### src/hw/ucsp_regs.vh
`ifndef UCSP_REGS_VH
`define UCSP_REGS_VH
// Register byte offsets
`define UCSP_MODE_OFF 8'h00
`define UCSP_STAT_OFF 8'h04
`define UCSP_CMD_OFF 8'h08
`define UCSP_RXDATA_OFF 8'h0c
`define UCSP_CHG_OFF 8'h10
`define UCSP_ISR_OFF 8'h14
`define UCSP_IMR_OFF 8'h18
`define UCSP_EVT_OFF 8'h1c
`define UCSP_IVR_OFF 8'h30
`define UCSP_CTS_OFF 8'h34
`define UCSP_RTSSET_OFF 8'h38
`define UCSP_RTSCLR_OFF 8'h3c
`define UCSP_FLAGS_OFF 8'h40
// Command register fields
`define UCSP_MISC_LSB 4
`define UCSP_MISC_MSB 6
`define UCSP_RXEN_BIT 0
`define UCSP_RXDIS_BIT 1
`define UCSP_TXEN_BIT 2
`define UCSP_TXDIS_BIT 3
// Miscellaneous command codes
`define UCSP_CMD_NONE 3'h0
`define UCSP_CMD_PTR 3'h1
`define UCSP_CMD_RXRST 3'h2
`define UCSP_CMD_TXRST 3'h3
`define UCSP_CMD_ERRRST 3'h4
`define UCSP_CMD_BRKRST 3'h5
// Serial status bits
`define UCSP_ST_RX_CHAR_READY_FLAG 0
`define UCSP_ST_RX_FIFO_FULL_FLAG 1
`define UCSP_ST_TX_HOLDING_READY_FLAG 2
`define UCSP_ST_TX_EMPTY_FLAG 3
`define UCSP_ST_OE 4
`define UCSP_ST_PE 5
`define UCSP_ST_FE 6
`define UCSP_ST_RB 7
// Interrupt status bits
`define UCSP_IS_TX_HOLDING_READY_FLAG 0
`define UCSP_IS_RX_CHAR_READY_FLAG 1
`define UCSP_IS_DBRK 2
`define UCSP_IS_CTSCHG 7
// Event injection bits
`define UCSP_EV_RB 0
`define UCSP_EV_FE 1
`define UCSP_EV_PE 2
`define UCSP_EV_OE 3
`define UCSP_EV_DBRK 4
// Reset value and receive FIFO depth
`define UCSP_IVR_RST 8'h0f
`define UCSP_RX_DEPTH 2'd3
`endif

### src/hw/ucsp_rx_fifo.v
`timescale 1ns/100ps
`default_nettype none
module ucsp_rx_fifo (
  input wire pclk,
  input wire presetn,
  input wire flush,
  input wire push,
  input wire [7:0] push_data,
  input wire pop,
  output reg [7:0] rd_data_q,
  output reg [1:0] count_q
);
  reg [7:0] mem_q [0:3];
  reg [1:0] wr_q;
  reg [1:0] rd_q;
  wire do_push;
  wire do_pop;
  assign do_push = push && (count_q != 2'd3);
  assign do_pop = pop && (count_q != 2'd0);
  always @(posedge pclk) begin
    if (do_push) begin
      mem_q[wr_q] <= push_data;
    end
  end
  always @(posedge pclk or negedge presetn) begin
    if (!presetn) begin
      wr_q <= 2'd0;
      rd_q <= 2'd0;
      count_q <= 2'd0;
      rd_data_q <= 8'hff;
    end else if (flush) begin
      // Pointers back to start leaves nothing stale
      wr_q <= 2'd0;
      rd_q <= 2'd0;
      count_q <= 2'd0;
      rd_data_q <= 8'hff;
    end else begin
      if (do_push) begin
        wr_q <= (wr_q == 2'd2) ? 2'd0 : wr_q + 2'd1;
      end
      if (do_pop) begin
        rd_data_q <= mem_q[rd_q];
        rd_q <= (rd_q == 2'd2) ? 2'd0 : rd_q + 2'd1;
      end
      if (do_push && !do_pop) begin
        count_q <= count_q + 2'd1;
      end else if (do_pop && !do_push) begin
        count_q <= count_q - 2'd1;
      end
    end
  end
endmodule
`default_nettype wire

### src/hw/ucsp_top.v
`timescale 1ns/100ps
`default_nettype none
`include "ucsp_regs.vh"
// Behaviour
// - Pointer-reset command selects first mode register
// - Receiver reset disables, clears flags, resets FIFO
// - Transmitter reset disables, clears empty/ready flags
// - Error reset clears break, framing, parity, overrun
// - Break-change reset clears delta-break flag
// - Vector register holds 8-bit handler offset
// - Vector register resets to 0x0f
// - Input port bit reports clear-to-send level
// - Level latched at moment of read
// - Same value as change register bit 0
// - Set address sets, clear address clears RTS
// - Writing zero leaves RTS unchanged
// - RTS pin is inverted output bit
// - Mode pointer advances after first register access
module ucsp_top (
  input wire pclk,
  input wire presetn,
  input wire psel,
  input wire penable,
  input wire pwrite,
  input wire [7:0] paddr,
  input wire [31:0] pwdata,
  output reg [31:0] prdata,
  output reg pready,
  output reg pslverr,
  input wire cts_n_pin,
  input wire rx_push,
  input wire [7:0] rx_push_data,
  input wire tx_done,
  output reg rts_n_pin,
  output reg rx_enabled_q,
  output reg tx_enabled_q,
  output reg irq_q
);
  reg [7:0] first_mode_reg_q;
  reg [7:0] second_mode_reg_q;
  reg mode_ptr_q;
  reg [7:0] irq_vector_number_q;
  reg [7:0] irq_mask_q;
  reg [7:0] irq_status_sticky_q;
  reg [3:0] err_flags_q;
  reg tx_empty_flag_q;
  reg tx_holding_ready_flag_q;
  reg rts_bit_q;
  reg cts_meta_q;
  reg cts_sync_q;
  reg cts_prev_q;
  reg cts_delta_q;
  reg [7:0] rdata_d;
  reg rd_err_d;
  wire [7:0] fifo_data;
  wire [1:0] fifo_count;
  wire rx_char_ready_flag;
  wire rx_fifo_full_flag;
  wire [7:0] serial_status_reg;
  wire [7:0] irq_status_reg;
  wire [7:0] input_change_reg;
  wire [7:0] cts_input_sample;
  wire access;
  wire wr_en;
  wire rd_en;
  wire [2:0] misc_cmd;
  wire cmd_wr;
  wire rx_reset;
  wire tx_reset;
  wire err_reset;
  wire brk_reset;
  wire pop;
  wire [7:0] ev;
  wire cts_edge;
  wire setup;
  wire wr_evt;
  wire wr_isr;
  wire wr_imr;
  wire wr_ivr;
  wire rts_set;
  wire rts_clr;
  wire rd_chg;
  wire mode_acc;
  wire ptr_reset;
  wire delta_break_flag;
  wire [7:0] isr_clr;
  wire [7:0] isr_set;

  function is_off;
    input [7:0] a;
    input [7:0] off;
    begin
      is_off = (a == off);
    end
  endfunction

  assign access = psel && penable && !pready;
  assign wr_en = access && pwrite;
  assign rd_en = access && !pwrite;
  assign cmd_wr = wr_en && is_off(paddr, `UCSP_CMD_OFF);
  assign misc_cmd = pwdata[`UCSP_MISC_MSB:`UCSP_MISC_LSB];
  assign rx_reset = cmd_wr && (misc_cmd == `UCSP_CMD_RXRST);
  assign tx_reset = cmd_wr && (misc_cmd == `UCSP_CMD_TXRST);
  assign err_reset = cmd_wr && (misc_cmd == `UCSP_CMD_ERRRST);
  assign brk_reset = cmd_wr && (misc_cmd == `UCSP_CMD_BRKRST);
  assign setup = psel && !penable;
  // Pop in setup so the registered FIFO word is ready at the access edge
  assign pop = setup && !pwrite && is_off(paddr, `UCSP_RXDATA_OFF);
  assign wr_evt = wr_en && is_off(paddr, `UCSP_EVT_OFF);
  assign wr_isr = wr_en && is_off(paddr, `UCSP_ISR_OFF);
  assign wr_imr = wr_en && is_off(paddr, `UCSP_IMR_OFF);
  assign wr_ivr = wr_en && is_off(paddr, `UCSP_IVR_OFF);
  assign rts_set = wr_en && is_off(paddr, `UCSP_RTSSET_OFF) && pwdata[0];
  assign rts_clr = wr_en && is_off(paddr, `UCSP_RTSCLR_OFF) && pwdata[0];
  assign rd_chg = rd_en && is_off(paddr, `UCSP_CHG_OFF);
  assign mode_acc = access && is_off(paddr, `UCSP_MODE_OFF);
  assign ptr_reset = cmd_wr && (misc_cmd == `UCSP_CMD_PTR);
  assign ev = wr_evt ? pwdata[7:0] : 8'h00;
  assign cts_edge = cts_sync_q ^ cts_prev_q;

  ucsp_rx_fifo u_fifo (
    .pclk(pclk),
    .presetn(presetn),
    .flush(rx_reset),
    .push(rx_push && rx_enabled_q),
    .push_data(rx_push_data),
    .pop(pop),
    .rd_data_q(fifo_data),
    .count_q(fifo_count)
  );

  assign rx_char_ready_flag = (fifo_count != 2'd0);
  assign rx_fifo_full_flag = (fifo_count == `UCSP_RX_DEPTH);
  assign serial_status_reg = {err_flags_q, tx_empty_flag_q,
    tx_holding_ready_flag_q, rx_fifo_full_flag, rx_char_ready_flag};
  // Change register bit 0 is the synchronised CTS level
  assign input_change_reg = {cts_delta_q, 6'h00, cts_sync_q};
  assign cts_input_sample = {7'h7f, cts_sync_q};
  assign irq_status_reg = irq_status_sticky_q;
  assign delta_break_flag = irq_status_sticky_q[`UCSP_IS_DBRK];
  // Break-change reset clears the delta-break bit
  assign isr_clr = (wr_isr ? pwdata[7:0] : 8'h00) |
    (brk_reset ? (8'h01 << `UCSP_IS_DBRK) : 8'h00);
  assign isr_set = {cts_edge, 4'h0, ev[`UCSP_EV_DBRK], rx_char_ready_flag,
    tx_holding_ready_flag_q};

  // Pin passes two flops before use
  always @(posedge pclk or negedge presetn) begin
    if (!presetn) begin
      cts_meta_q <= 1'b1;
      cts_sync_q <= 1'b1;
      cts_prev_q <= 1'b1;
    end else begin
      cts_meta_q <= cts_n_pin;
      cts_sync_q <= cts_meta_q;
      cts_prev_q <= cts_sync_q;
    end
  end

  // Mode registers and pointer
  always @(posedge pclk or negedge presetn) begin
    if (!presetn) begin
      first_mode_reg_q <= 8'h00;
      second_mode_reg_q <= 8'h00;
      mode_ptr_q <= 1'b0;
    end else begin
      if (mode_acc) begin
        if (pwrite && !mode_ptr_q) begin
          first_mode_reg_q <= pwdata[7:0];
        end else if (pwrite) begin
          second_mode_reg_q <= pwdata[7:0];
        end
        mode_ptr_q <= 1'b1;
      end
      if (ptr_reset) begin
        mode_ptr_q <= 1'b0;
      end
    end
  end

  // Receiver enable
  always @(posedge pclk or negedge presetn) begin
    if (!presetn) begin
      rx_enabled_q <= 1'b0;
    end else begin
      if (cmd_wr && pwdata[`UCSP_RXEN_BIT]) begin
        rx_enabled_q <= 1'b1;
      end
      if (cmd_wr && pwdata[`UCSP_RXDIS_BIT]) begin
        rx_enabled_q <= 1'b0;
      end
      // Receiver reset, FIFO flushed in u_fifo
      if (rx_reset) begin
        rx_enabled_q <= 1'b0;
      end
    end
  end

  // Transmitter enable and its flags
  always @(posedge pclk or negedge presetn) begin
    if (!presetn) begin
      tx_enabled_q <= 1'b0;
      tx_empty_flag_q <= 1'b0;
      tx_holding_ready_flag_q <= 1'b0;
    end else begin
      if (cmd_wr && pwdata[`UCSP_TXEN_BIT]) begin
        tx_enabled_q <= 1'b1;
        tx_empty_flag_q <= 1'b1;
        tx_holding_ready_flag_q <= 1'b1;
      end
      if (cmd_wr && pwdata[`UCSP_TXDIS_BIT]) begin
        tx_enabled_q <= 1'b0;
      end
      if (tx_done && tx_enabled_q) begin
        tx_empty_flag_q <= 1'b1;
        tx_holding_ready_flag_q <= 1'b1;
      end
      if (tx_reset) begin
        tx_enabled_q <= 1'b0;
        tx_empty_flag_q <= 1'b0;
        tx_holding_ready_flag_q <= 1'b0;
      end
    end
  end

  // Error flags
  always @(posedge pclk or negedge presetn) begin
    if (!presetn) begin
      err_flags_q <= 4'h0;
    end else begin
      // Error clear, then new events win
      if (err_reset) begin
        err_flags_q <= 4'h0;
      end
      if (ev[3:0] != 4'h0) begin
        err_flags_q <= (err_reset ? 4'h0 : err_flags_q) |
          {ev[`UCSP_EV_RB], ev[`UCSP_EV_FE], ev[`UCSP_EV_PE],
           ev[`UCSP_EV_OE]};
      end
    end
  end

  // CTS change flag, an edge beats a clearing read
  always @(posedge pclk or negedge presetn) begin
    if (!presetn) begin
      cts_delta_q <= 1'b0;
    end else begin
      if (cts_edge) begin
        cts_delta_q <= 1'b1;
      end else if (rd_chg) begin
        cts_delta_q <= 1'b0;
      end
    end
  end

  // Vector and mask registers
  always @(posedge pclk or negedge presetn) begin
    if (!presetn) begin
      irq_vector_number_q <= `UCSP_IVR_RST;
      irq_mask_q <= 8'h00;
    end else begin
      if (wr_ivr) begin
        irq_vector_number_q <= pwdata[7:0];
      end
      if (wr_imr) begin
        irq_mask_q <= pwdata[7:0];
      end
    end
  end

  // Request-to-send bit
  always @(posedge pclk or negedge presetn) begin
    if (!presetn) begin
      rts_bit_q <= 1'b0;
    end else begin
      // Only ones in bit 0 act
      if (rts_set) begin
        rts_bit_q <= 1'b1;
      end
      if (rts_clr) begin
        rts_bit_q <= 1'b0;
      end
    end
  end

  // Sticky interrupt status, write one to clear, set wins
  always @(posedge pclk or negedge presetn) begin
    if (!presetn) begin
      irq_status_sticky_q <= 8'h00;
    end else begin
      irq_status_sticky_q <= (irq_status_sticky_q & ~isr_clr) | isr_set;
    end
  end

  always @* begin
    rdata_d = 8'h00;
    rd_err_d = 1'b0;
    case (paddr)
      `UCSP_MODE_OFF: rdata_d = mode_ptr_q ? second_mode_reg_q :
        first_mode_reg_q;
      `UCSP_STAT_OFF: rdata_d = serial_status_reg;
      `UCSP_RXDATA_OFF: rdata_d = fifo_data;
      `UCSP_CHG_OFF: rdata_d = input_change_reg;
      `UCSP_ISR_OFF: rdata_d = irq_status_reg;
      `UCSP_IMR_OFF: rdata_d = irq_mask_q;
      `UCSP_IVR_OFF: rdata_d = irq_vector_number_q;
      `UCSP_CTS_OFF: rdata_d = cts_input_sample;
      `UCSP_FLAGS_OFF: rdata_d = {5'h00, delta_break_flag,
        tx_enabled_q, rx_enabled_q};
      `UCSP_CMD_OFF, `UCSP_EVT_OFF, `UCSP_RTSSET_OFF,
      `UCSP_RTSCLR_OFF: rdata_d = 8'h00;
      default: rd_err_d = 1'b1;
    endcase
  end

  // One wait state: answer registered at access phase
  always @(posedge pclk or negedge presetn) begin
    if (!presetn) begin
      prdata <= 32'h00000000;
      pready <= 1'b0;
      pslverr <= 1'b0;
      rts_n_pin <= 1'b1;
      irq_q <= 1'b0;
    end else begin
      pready <= access;
      pslverr <= access && rd_err_d;
      if (rd_en) begin
        prdata <= {24'h000000, rdata_d};
      end
      rts_n_pin <= ~rts_bit_q;
      irq_q <= |(irq_status_sticky_q & irq_mask_q);
    end
  end
endmodule
`default_nettype wire

### config.mk
export PLATFORM = sky130hd
export DESIGN_NAME = ucsp_top
export DESIGN_NICKNAME = d
export VERILOG_FILES = /design/src/hw/ucsp_rx_fifo.v /design/src/hw/ucsp_top.v
export VERILOG_INCLUDE_DIRS = /design/src /design/src/hw
export SDC_FILE = /design/constraint.sdc
export NUM_CORES = 1
export LEC_CHECK = 0
export BUFFER_PORTS_ARGS = -buffer_cell sky130_fd_sc_hd__buf_2
export CAP_MARGIN = 10
export CORE_ASPECT_RATIO = 0.8
export CORE_MARGIN = 1.5
export CORE_UTILIZATION = 35
export DETAILED_ROUTE_END_ITERATION = 12
export GPL_TIMING_DRIVEN = 0
export PLACE_DENSITY = 0.51
export SKIP_CTS_REPAIR_TIMING = 1
export SYNTH_ARGS = -nofsm -noshare
export SYNTH_HDL_FRONTEND = slang
export SYNTH_SLANG_ARGS = --single-unit
### constraint.sdc
create_clock -name pclk -period 2.8 [get_ports pclk]
set_clock_uncertainty 0.05 [all_clocks]
set_input_delay 0.56 -clock pclk [delete_from_list [all_inputs] [get_ports pclk]]
set_output_delay 0.56 -clock pclk [all_outputs]
set_load 0.03 [all_outputs]
# Yosys cells after proc, flatten, opt, wreduce, memory -nomap -nowiden
# Memory sizes are Yosys's and may differ from the RTL's.
# Cells that the tools add are included.
[totals]
regBits = 79
elab_cells = 151
mem_count = 1
inputBits = 56
mem_bits_rw = 32
[op_classes]
n_bitwise = 9
n_mux = 35
addsub = 4
reduce_logical = 57
n_eq_ne = 21
[mem_list]
columns = ["name", "depth", "word_bits", "rd", "rd_ports_with_merged_regs", "wr", "line_no", "rtl"]
rows = [
  ["u_fifo.mem_q", 4, 8, 1, 0, 1, "ucsp_rx_fifo.v:13", "reg [7:0] mem_q [0:3];"],
]
[op_table]
columns = ["operator", "count"]
rows = [
  ["$pmux W8 S9", 1],
  ["$logic_and A1 B1 Y1", 35],
  ["$eq A8 B5 Y1 const B", 4],
  ["$eq A8 B6 Y1 const B", 4],
  ["$mux W8", 4],
  ["$mux W2", 9],
  ["$mux W1", 17],
  ["$and A8 B8 Y8", 2],
  ["$eq A8 B4 Y1 const B", 2],
  ["$reduce_or A13 Y1", 1],
  ["$reduce_bool A2 Y1", 6],
  ["$reduce_bool A3 Y1", 4],
  ["$eq A8 B3 Y1 const B", 1],
  ["$eq A8 B7 Y1 const B", 1],
  ["$logic_not A8 Y1", 1],
  ["$mux W4", 2],
  ["$not A8 Y8", 1],
  ["$or A8 B3 Y8", 1],
  ["$or A8 B8 Y8", 1],
  ["$reduce_or A8 Y1", 1],
  ["$add A2 B1 Y2 const B", 3],
  ["$eq A2 B2 Y1 const B", 3],
  ["$eq A3 B2 Y1 const B", 2],
  ["$eq A3 B3 Y1 const B", 2],
  ["other kinds (12)", 18],
]

# Depth between registers and ports, before layout
# Gate-level depths: netlist (run 1).
[logic_depth]
ltp_word = 10
ltp_mapped = 7

# Hierarchy
# Synthesis (run 1) repeated with hierarchy kept, for this count alone.
[hier_totals]
cells_unflattened = 427
area_unflattened_um2 = 5326.4
[by_module_without_submodules]
columns = ["mod", "area_each_um2", "instances", "cells_per_inst", "seq_area_each_um2"]
rows = [
  ["ucsp_top", 3522.1, 1, 330, 1636.6],
  ["ucsp_rx_fifo", 1804.2, 1, 97, 1321.3],
]

# Worst setup path after synthesis (run 1)
# OpenSTA, ideal clock, no wires.
[synth_timing]
path_type = "input to register"
startpoint = "input port paddr[4]"
endpoint = "register err_flags_q[0]"
stages = 7
path_buffers = 2
setup_ps = 121
slack_ps = 361
required_ps = 2629
arrival_ps = 2268
path_cell_list = "buf_2 -> or4_4 -> buf_6 -> or4_4 -> nor2_1 -> nand3_1 -> a22o_1"
[synth_between]
elab_chain_len = 6
[synth_rtl]
columns = ["element", "line_no", "rtl"]
rows = [
  ["from (decl)", "ucsp_top.v:25", "input wire [7:0] paddr,"],
  ["$eq A8 B4 Y1", "ucsp_top.v:93", "is_off = (a == off);"],
  ["$logic_and A1 B1 Y1", "ucsp_top.v:100", "assign cmd_wr = wr_en && is_off(paddr, `UCSP_CMD_OFF);"],
  ["$logic_and A1 B1 Y1", "ucsp_top.v:104", "assign err_reset = cmd_wr && (misc_cmd == `UCSP_CMD_ERRRST);"],
  ["$mux W4", "-", ""],
  ["$or A4 B4 Y4", "ucsp_top.v:236", "err_flags_q <= (err_reset ? 4'h0 : err_flags_q) |"],
  ["$mux W4 *", "ucsp_top.v:235", "if (ev[3:0] != 4'h0) begin"],
  ["to (signal assigned)", "ucsp_top.v:236", ""],
  ["to (decl)", "ucsp_top.v:45", "reg [3:0] err_flags_q;"],
]
# Every way passes the cells marked *; elsewhere a longest branch is shown, timed or not.
# A chain may end at the register's enable or synchronous reset.

# Final worst setup path (run 1)
[layout_timing]
startpoint = "input port paddr[2]"
endpoint = "register irq_mask_q[2]"
[layout_between]
elab_chain_len = 2
[layout_rtl]
columns = ["element", "line_no", "rtl"]
rows = [
  ["$eq A8 B5 Y1", "ucsp_top.v:93", ""],
  ["$logic_and A1 B1 Y1", "ucsp_top.v:111", "assign wr_imr = wr_en && is_off(paddr, `UCSP_IMR_OFF);"],
  ["to (signal assigned)", "ucsp_top.v:266", "irq_mask_q <= pwdata[7:0];"],
  ["to (decl)", "ucsp_top.v:43", "reg [7:0] irq_mask_q;"],
]
# Every way passes these cells.

==> results of run 1 <==
[where the power goes]
group	internal (uW)	switching, uW	total (uW)	leakage (uW)
Clock	697	576	1270	0.000136
Combinational	122	259	380	0.00108
Sequential	1720	39.1	1760	0.00129
[path summary, 6_finish.rpt]
check / startpoint / endpoint / slack [ns]
setup / recovery: paddr[2] / irq_mask_q[2] / 0.15
hold / removal: presetn / second_mode_reg_q[3] / 0.13
setup reg to reg: pready / u_fifo.rd_data_q[5] / 0.17
hold reg to reg: cts_meta_q / cts_sync_q / 0.31
min in group pclk: cts_n_pin / cts_meta_q / 0.25
max in group asynchronous: presetn / cts_meta_q / 1.90
[layer usage]
| metal | track usage | vias up |
|---|---|---|
| li1 | - | 1776 |
| met1 | 0.285 | 1881 |
| met2 | 0.254 | 121 |
| met3 | 0.0317 | 13 |
| met4 | 0.0653 | 0 |
| met5 | 0 | - |
[worst max-delay path: cells and delay by family]
family | cells | cell delay (ns)
buffers and inverters | 2 | 0.38
multiplexers | 1 | 0.44
AND/OR/NAND/NOR | 2 | 1.47
[cells by family (layout without fill, tap and decap cells)]
group                    count (synthesis)  count (layout)  synth area share
adder cells (fa/ha/maj)                  1               1           0.00189
AO/OA/AOI/OAI                           89              89             0.107
multiplexers                            47              47             0.114
XOR/XNOR                                 6               6           0.00992
flip-flops                             111             111             0.558
buffers and inverters                   53             111            0.0586
other                                    1              24          0.000708
AND/OR/NAND/NOR                        141             141             0.149
[metrics by stage]
step | instances | hold slack, ns
global placement | 699 | 0.297
finish | 719 | 0.125
detailed placement | 702 | 0.299
CTS | 718 | 0.139
floorplan | 472 | 0.214
global route | 719 | 0.165
[cells in the mapped netlist, types with 8 or more instances]
cell | count | area (sq um)
dfrtp_1 | 63 | 1580
nand3_1 | 19 | 95.1
buf_4 | 24 | 180
nor2_1 | 31 | 116
mux2i_1 | 11 | 110
nand2_1 | 40 | 150
mux4_2 | 8 | 180
mux2_2 | 28 | 315
clkbuf_1 | 12 | 45.0
a21oi_1 | 24 | 120
o21ai_0 | 19 | 95.1
edfxtp_1 | 32 | 961
dfstp_2 | 16 | 420
nor3_1 | 8 | 40.0
[final cells by class]
class / count / area share
repair buffers: 42 / 0.0371
plain buffers: 47 / 0.0469
well taps: 189 / 0.0385
multi-input cells: 308 / 0.346
clock inverters: 3 / 0.00693
inverters: 6 / 0.00367
clock buffers: 13 / 0.0392
flip-flops and latches: 111 / 0.482
[cells in the final DEF, fill, tap and decap left out, types with 24 or more instances in the layout]
cell type and n:
dfrtp_1 63, buf_2 44, a21oi_1 24, edfxtp_1 32
conb_1 24, buf_4 25, nor2_1 31, nand2_1 40
mux2_2 28
==> results.cfg, run 1 <==
[run_status]
status = complete, no violations

[route]
top_layer = met4
vias = 3791
vias_per_cell = 5.27
antenna_left = 0
drtIter0Drc = 358
wl_met1_mm = 6.88
drc_errors = 0
wl_met3_um = 711
wirelength_mm = 13.7
wl_per_cell_um = 19.1
drtPass1Iterations = 7
dr_wl_met2_mm = 5.89

[clocking]
cts_tree = built
clockRootBuffer = clkbuf_16
path_clk_slew_ns = 0.07
clk_latency_ns = 0.36
cts.sinks = 111
clk_path_buf_depth = 2
cts_buffers = 9
htreeDepth = 3

[worst_setup_path]
cp_slowest_cell = nor4b_1
cp-end-kind = flip-flop
crit_fanout = 10
reg2regPathDepth = 5
critPathLaunchType = input port
required_ns = 3.00
worstPathCellList = buf_2, clkbuf_1, nor4b_1, nand4_1, mux2_2
path_class = input port to flip-flop
slowest_delay_ns = 0.90
arrival_ns = 2.85

[placed_design]
port_buffers = 38
placed_cell_area_sq_mm = 0.00585
dp_slack_ns = -0.296
place.gp.congestion = 0.867
dp.final_hpwl_mm = 10.3

[layout]
design_area_sq_mm = 0.00613
num-fill-cells = 1449
antenna_cells = 0
ff_latch_area_sq_mm = 0.00296
regMostFlops = u_fifo.mem_q
final_core_util = 0.411
nNetsFinal = 581
largest_reg_flops = 32
area_delta_synth_final_pct = 15.8
drive_above_1_share = 0.279
multiInputGateArea_sq_mm = 0.00212

[sta]
fmaxAchievable_mhz = 377
finalSetupViolations = 0
slew_violations = 0
hold_viol = 0
setup-tns-final_ns = 0
timing.final.crit_share = 0.947
tightest_slew_ns = 1.24
layout_setup_ws_ns = 0.149
rsz0062_at_grt = no
fin_crit_ns = 2.65
slew-limit-headroom = 0.165

[global_route]
grt_pass1_vias = 3623
antenna_found_initial = 0
gr-total-overflow = 0
grt_pass1_wl_mm = 21.6
grt_max_degree = 41
track_usage = 0.183

[yosys]
yosys_warnings = 0
synthCells = 449
synth_seq_area_share = 0.558
yosysUniqueCellTypes = 59
ys_ff_latch = 111
synth_area_sq_mm = 0.00530
avgSynthCellArea_sq_um = 11.8
synth_top_flop_cell = dfrtp_1
synth_edf_count = 32
async_flop_share = 0.712

[flow_run]
maxCapViolCount = 0

[die]
start_util = 0.355
dieArea_sq_mm = 0.0159
num_rows = 40
die_w_um = 141
die_h_um = 113
ios = 94
core_region_area_sq_mm = 0.0149

[worst_hold_path]
hold_class = input port to asynchronous set/reset pin

[pwr]
leakage_uw = 0.00250
p_total_uw = 3410
ir_drop_mv = 0.295
powerDensity_mw_per_mm2 = 556
No activity file was read; power rests on OpenSTA's default activity.
==> run 2: changes to the inputs <==
--- a/config.mk
+++ b/config.mk
@@ -10,10 +10,10 @@
 export CAP_MARGIN = 10
 export CORE_ASPECT_RATIO = 0.8
 export CORE_MARGIN = 1.5
-export CORE_UTILIZATION = 35
+export CORE_UTILIZATION = 56
 export DETAILED_ROUTE_END_ITERATION = 12
 export GPL_TIMING_DRIVEN = 0
-export PLACE_DENSITY = 0.51
+export PLACE_DENSITY = 0.77
 export SKIP_CTS_REPAIR_TIMING = 1
 export SYNTH_ARGS = -nofsm -noshare
 export SYNTH_HDL_FRONTEND = slang
==> run 2 against run 1 <==
Routed wire length is 7.3% lower. Critical path depth is 1 higher. Setup slack better by 0.051 ns. Hold slack better by 0.13 ns. Total power is 0.29% lower. First-iteration DRC count is 27% higher. Die area is 37% lower. Cell count is 10% lower. Register-to-register slack better by 0.11 ns. Design area is 0.88% lower. Fmax is 2.0% higher. Sequential power hardly changed. Critical endpoint is now u_fifo.rd_data_q[6]. Largest cell class unchanged.
==> results.cfg, run 2 (synthesis gave the netlist of run 1 again) <==
[sta]
tightest_slew_ns = 1.16
hold_viol = 0
fmaxAchievable_mhz = 385
slew-limit-headroom = 0.225
layout_setup_ws_ns = 0.200
fin_crit_ns = 2.60
slew_violations = 0
timing.final.crit_share = 0.929
rsz0062_at_grt = no
finalSetupViolations = 0

[route]
wirelength_mm = 12.7
top_layer = met4
drtIter0Drc = 454
wl_per_cell_um = 19.6
dr_wl_met2_mm = 5.59
vias = 3935
wl_met3_mm = 1.24
drtPass1Iterations = 5
vias_per_cell = 6.08
drc_errors = 0
antenna_left = 0
wl_met1_mm = 5.61

[placed_design]
place.gp.congestion = 0.953
port_buffers = 38
dp_slack_ns = -0.303
dp.final_hpwl_mm = 9.31

[clocking]
clockRootBuffer = clkbuf_16
clk_path_buf_depth = 2
cts_tree = built
htreeDepth = 3
clk_latency_ns = 0.36
cts_buffers = 9
cts.sinks = 111
path_clk_slew_ns = 0.07

[layout]
mostFrequentLayoutCells = dfrtp_1, buf_2, nand2_1
drive_above_1_share = 0.284
mostFrequentLayoutCell = dfrtp_1
num-fill-cells = 709
ff_latch_area_sq_mm = 0.00296
nNetsFinal = 583
multiInputGateArea_sq_mm = 0.00213
regMostFlops = u_fifo.mem_q
area_delta_synth_final_pct = 14.8
antenna_cells = 0
largest_reg_flops = 32
final_core_util = 0.667

[worst_hold_path]
min_delay_path_depth = 1
hold_class = input port to flip-flop
min_to = cts_meta_q
hold_start = cts_n_pin

[worst_setup_path]
path_class = input port to flip-flop
cp-end-kind = flip-flop
rrSetupSlack_ns = 0.28
worstReg2RegEnd = u_fifo.rd_data_q[4]
critPathLaunchType = input port
reg2reg_from = pready
arrival_ns = 2.82
reg2regPathDepth = 5
required_ns = 3.02
crit_fanout = 9

[pwr]
leakage_uw = 0.00252
internal_power_uw = 2540
p_seq_frac = 0.517
clockPowerShare = 0.372
powerDensity_mw_per_mm2 = 560
comb_power_share = 0.111
p_sw_uw = 863
p_sw_frac = 0.254
p_total_uw = 3400
ir_drop_mv = 0.436

[die]
die_w_um = 112
num_rows = 31
start_util = 0.581
die_h_um = 90.0
core_region_area_sq_mm = 0.00911
ios = 94
dieArea_sq_mm = 0.0101

[flow_run]
maxCapViolCount = 0

[global_route]
grt_max_degree = 74
track_usage = 0.265
gr-total-overflow = 0
grt_pass1_vias = 3610
grt_pass1_wl_mm = 20.2
antenna_found_initial = 0

[run_status]
status = complete, no violations
[run 2: cell count changes in the layout (fill, tap and decap cells not counted)]
cell           previous run  this run
nor4b_2                   1         2
clkbuf_1                 16        14
inv_6                     1         2
buf_4                    25        27
buf_12                    1         0
dlygate4sd3_1             0         1
buf_2                    44        43
buf_16                    0         1
clkinv_1                  1         2
nor4b_1                   3         2
[run 2: final cells by class]
cell class                      instances  area share
Buffer                                 47      0.0473
Clock buffer                           11      0.0383
Clock inverter                          5     0.00905
Inverter                                6     0.00370
Multi-Input combinational cell        308       0.350
Sequential cell                       111       0.486
Tap cell                              115      0.0237
Timing Repair Buffer                   44      0.0420
[run 2: how the worst max path moves through the flow]
stage	end	from	slack, ns
finish	u_fifo.rd_data_q[6]	paddr[4]	0.20
floorplan	err_flags_q[0]	paddr[4]	0.36
detailed placement	irq_mask_q[2]	paddr[7]	-0.30
global placement	irq_mask_q[4]	paddr[7]	-0.26
CTS	irq_mask_q[4]	paddr[7]	-0.007
global route	u_fifo.rd_data_q[6]	paddr[4]	0.03
[run 2: power groups by stage]
stage,clock (uW),combinational (uW),sequential (uW)
floorplan,0,200,1830
global placement,0,361,1790
detailed placement,0,371,1790
CTS,1280,372,1760
global route,1340,407,1770
finish,1260,378,1760
[run 2: worst max-delay path: stages]
cell and delay, ns:
buf_2 0.15, nor4_2 0.79, nand3_1 0.32, nor2_1 0.66, mux2i_1 0.27, nand2_1 0.07
[run 2: metal layers]
metal / global-route usage / up-vias
met1: 0.407 / 1912
met2: 0.374 / 221
met4: 0.0907 / 0
met3: 0.0553 / 24
li1: - / 1778
met5: 0 / -
[run 2: per-stage QoR]
| stage | TNS (ns) | cells | hold slack (ns) | instance area [sq um] |
|---|---|---|---|---|
| after floorplan | 0 | 472 | 0.214 | 5380 |
| after global placement | -1.95 | 625 | 0.296 | 5720 |
| after detailed placement | -2.31 | 628 | 0.299 | 5760 |
| after CTS | -0.00705 | 644 | -0.0342 | 6050 |
| after global routing | 0 | 647 | 0.245 | 6080 |
| final | 0 | 647 | 0.252 | 6080 |
==> run 3: changes to the inputs <==
--- a/config.mk
+++ b/config.mk
@@ -14,6 +14,7 @@
 export DETAILED_ROUTE_END_ITERATION = 12
 export GPL_TIMING_DRIVEN = 0
 export PLACE_DENSITY = 0.77
+export SETUP_SLACK_MARGIN = 0.1
 export SKIP_CTS_REPAIR_TIMING = 1
 export SYNTH_ARGS = -nofsm -noshare
 export SYNTH_HDL_FRONTEND = slang
==> constraint.sdc (replaced) <==
create_clock -name pclk -period 2.6 [get_ports pclk]
set_clock_uncertainty 0.05 [all_clocks]
set_input_delay 0.52 -clock pclk [delete_from_list [all_inputs] [get_ports pclk]]
set_output_delay 0.52 -clock pclk [all_outputs]
set_load 0.03 [all_outputs]
==> run 3 against run 2 <==
Routed wire length grew 0.17%. Via count is essentially flat. Critical path type is now flip-flop to flip-flop. Design area grew 0.70%. Hold slack lost 0.043 ns. Die area is the same. Combinational power grew 9.0%. Sequential power grew 8%. Clock-buffer cell count is the same. Total power grew 8.0%. Core utilization grew 0.47 points.
==> results.cfg, run 3 (synthesis gave the netlist of run 1 again) <==
[worst_hold_path]
hold_start = cts_n_pin
hold_class = input port to flip-flop
min_delay_path_depth = 1
min_to = cts_meta_q

[route]
drtIter0Drc = 378
wirelength_mm = 12.7
vias = 3938
drc_errors = 0
drtPass1Iterations = 6
antenna_left = 0
wl_per_cell_um = 19.6
vias_per_cell = 6.06

[layout]
num-fill-cells = 703
antenna_cells = 0
area_delta_synth_final_pct = 15.6
final_core_util = 0.672
mostFrequentLayoutCells = dfrtp_1, buf_2, nand2_1
mostFrequentLayoutCell = dfrtp_1
largest_reg_flops = 32
nNetsFinal = 586
fin_cells = 650
drive_above_1_share = 0.290
design_area_sq_mm = 0.00612
regMostFlops = u_fifo.mem_q

[placed_design]
dp_slack_ns = -0.463
port_buffers = 38
dp.cells = 628
placed_cell_area_sq_mm = 0.00576
dp.final_hpwl_mm = 9.31
place.gp.congestion = 0.953

[worst_setup_path]
worstReg2RegEnd = prdata[6]
slowest_delay_ns = 0.63
reg2reg_from = mode_ptr_q
rrSetupSlack_ns = 0.23
required_ns = 2.75
cp_slowest_cell = buf_1
cp-end-kind = flip-flop
crit_fanout = 10
path_class = flip-flop to flip-flop
critPathLaunchType = flip-flop
worstPathCellList = buf_1, mux2i_1, o21ai_0, a221oi_1, a21oi_1
reg2regPathDepth = 5
arrival_ns = 2.52

[clocking]
clk_latency_ns = 0.36
clockRootBuffer = clkbuf_16
htreeDepth = 3
cts.sinks = 111
cts_buffers = 9
cts_tree = built
clk_path_buf_depth = 2
path_clk_slew_ns = 0.07

[pwr]
clockPowerShare = 0.372
p_sw_frac = 0.255
ir_drop_mv = 0.472
powerDensity_mw_per_mm2 = 600
internal_power_uw = 2740
p_sw_uw = 935
p_seq_frac = 0.516
comb_power_share = 0.112
leakage_uw = 0.00254

[sta]
slew_violations = 0
rsz0062_at_grt = no
finalSetupViolations = 0
slew-limit-headroom = 0.276
tightest_slew_ns = 1.07
timing.final.crit_share = 0.912
hold_viol = 0
fmaxAchievable_mhz = 422
layout_setup_ws_ns = 0.229
fin_crit_ns = 2.37

[global_route]
track_usage = 0.265
grt.met3_usage = 0.0553
grt.met1_usage = 0.407
grt_pass1_wl_mm = 20.2
busiest_layer = met1
use_met2 = 0.374
antenna_found_initial = 0
grt_pass1_vias = 3610
grt_max_degree = 74
gr-total-overflow = 0

[die]
start_util = 0.581
num_rows = 31
die_h_um = 90.0
core_region_area_sq_mm = 0.00911
dieArea_sq_mm = 0.0101
die_w_um = 112
ios = 94

[run_status]
status = complete, no violations

[flow_run]
maxCapViolCount = 0
[run 3: critical path, delay by kind of cell, from the launching register on]
family	cells	cell delay [ns]
flip-flops	1	0.38
AO/OA/AOI/OAI	3	0.85
multiplexers	1	0.30
buffers and inverters	1	0.63
[run 3: final cells by class]
| cell class | instances | area, sq um | area share |
|---|---|---|---|
| Timing Repair Buffer | 47 | 278 | 0.0454 |
| Inverter | 6 | 22.5 | 0.00368 |
| Multi-Input combinational cell | 308 | 2150 | 0.350 |
| Sequential cell | 111 | 2960 | 0.483 |
| Buffer | 47 | 288 | 0.0470 |
| Clock buffer | 11 | 233 | 0.0380 |
| Tap cell | 115 | 144 | 0.0235 |
| Clock inverter | 5 | 55.1 | 0.00899 |
[run 3: stage by stage]
| step | total power, uW | setup TNS [ns] | hold WS, ns |
|---|---|---|---|
| after global placement | 2310 | -5.55 | 0.296 |
| after detailed placement | 2330 | -5.63 | 0.296 |
| after floorplan | 2180 | 0 | 0.174 |
| after CTS | 3680 | -1.01 | -0.0742 |
| after global routing | 3780 | 0 | 0.205 |
| final | 3670 | 0 | 0.209 |
[run 3: how the worst max path moves through the flow]
stage	startpoint	to	cells past startpoint
after floorplan	paddr[4]	err_flags_q[0]	7
after global placement	paddr[7]	irq_mask_q[4]	4
after detailed placement	paddr[7]	irq_mask_q[2]	4
after CTS	paddr[7]	irq_mask_q[4]	4
after global routing	paddr[2]	irq_mask_q[2]	5
final	mode_ptr_q	prdata[6]	5
[run 3: per-layer routing]
layer | wire [um] | vias up | part of all wire
li1 | - | 1788 | -
met1 | 5460 | 1915 | 0.43
met2 | 5630 | 210 | 0.44
met3 | 1360 | 25 | 0.11
met4 | 272 | 0 | 0.021
met5 | 0 | - | 0
[run 3: power by group through the flow]
stage                     Combinational, uW  Clock (uW)  Sequential (uW)
after global routing                    444        1440             1900
final                                   412        1370             1900
after CTS                               401        1380             1890
after floorplan                         215           0             1970
after detailed placement                400           0             1930
after global placement                  389           0             1920
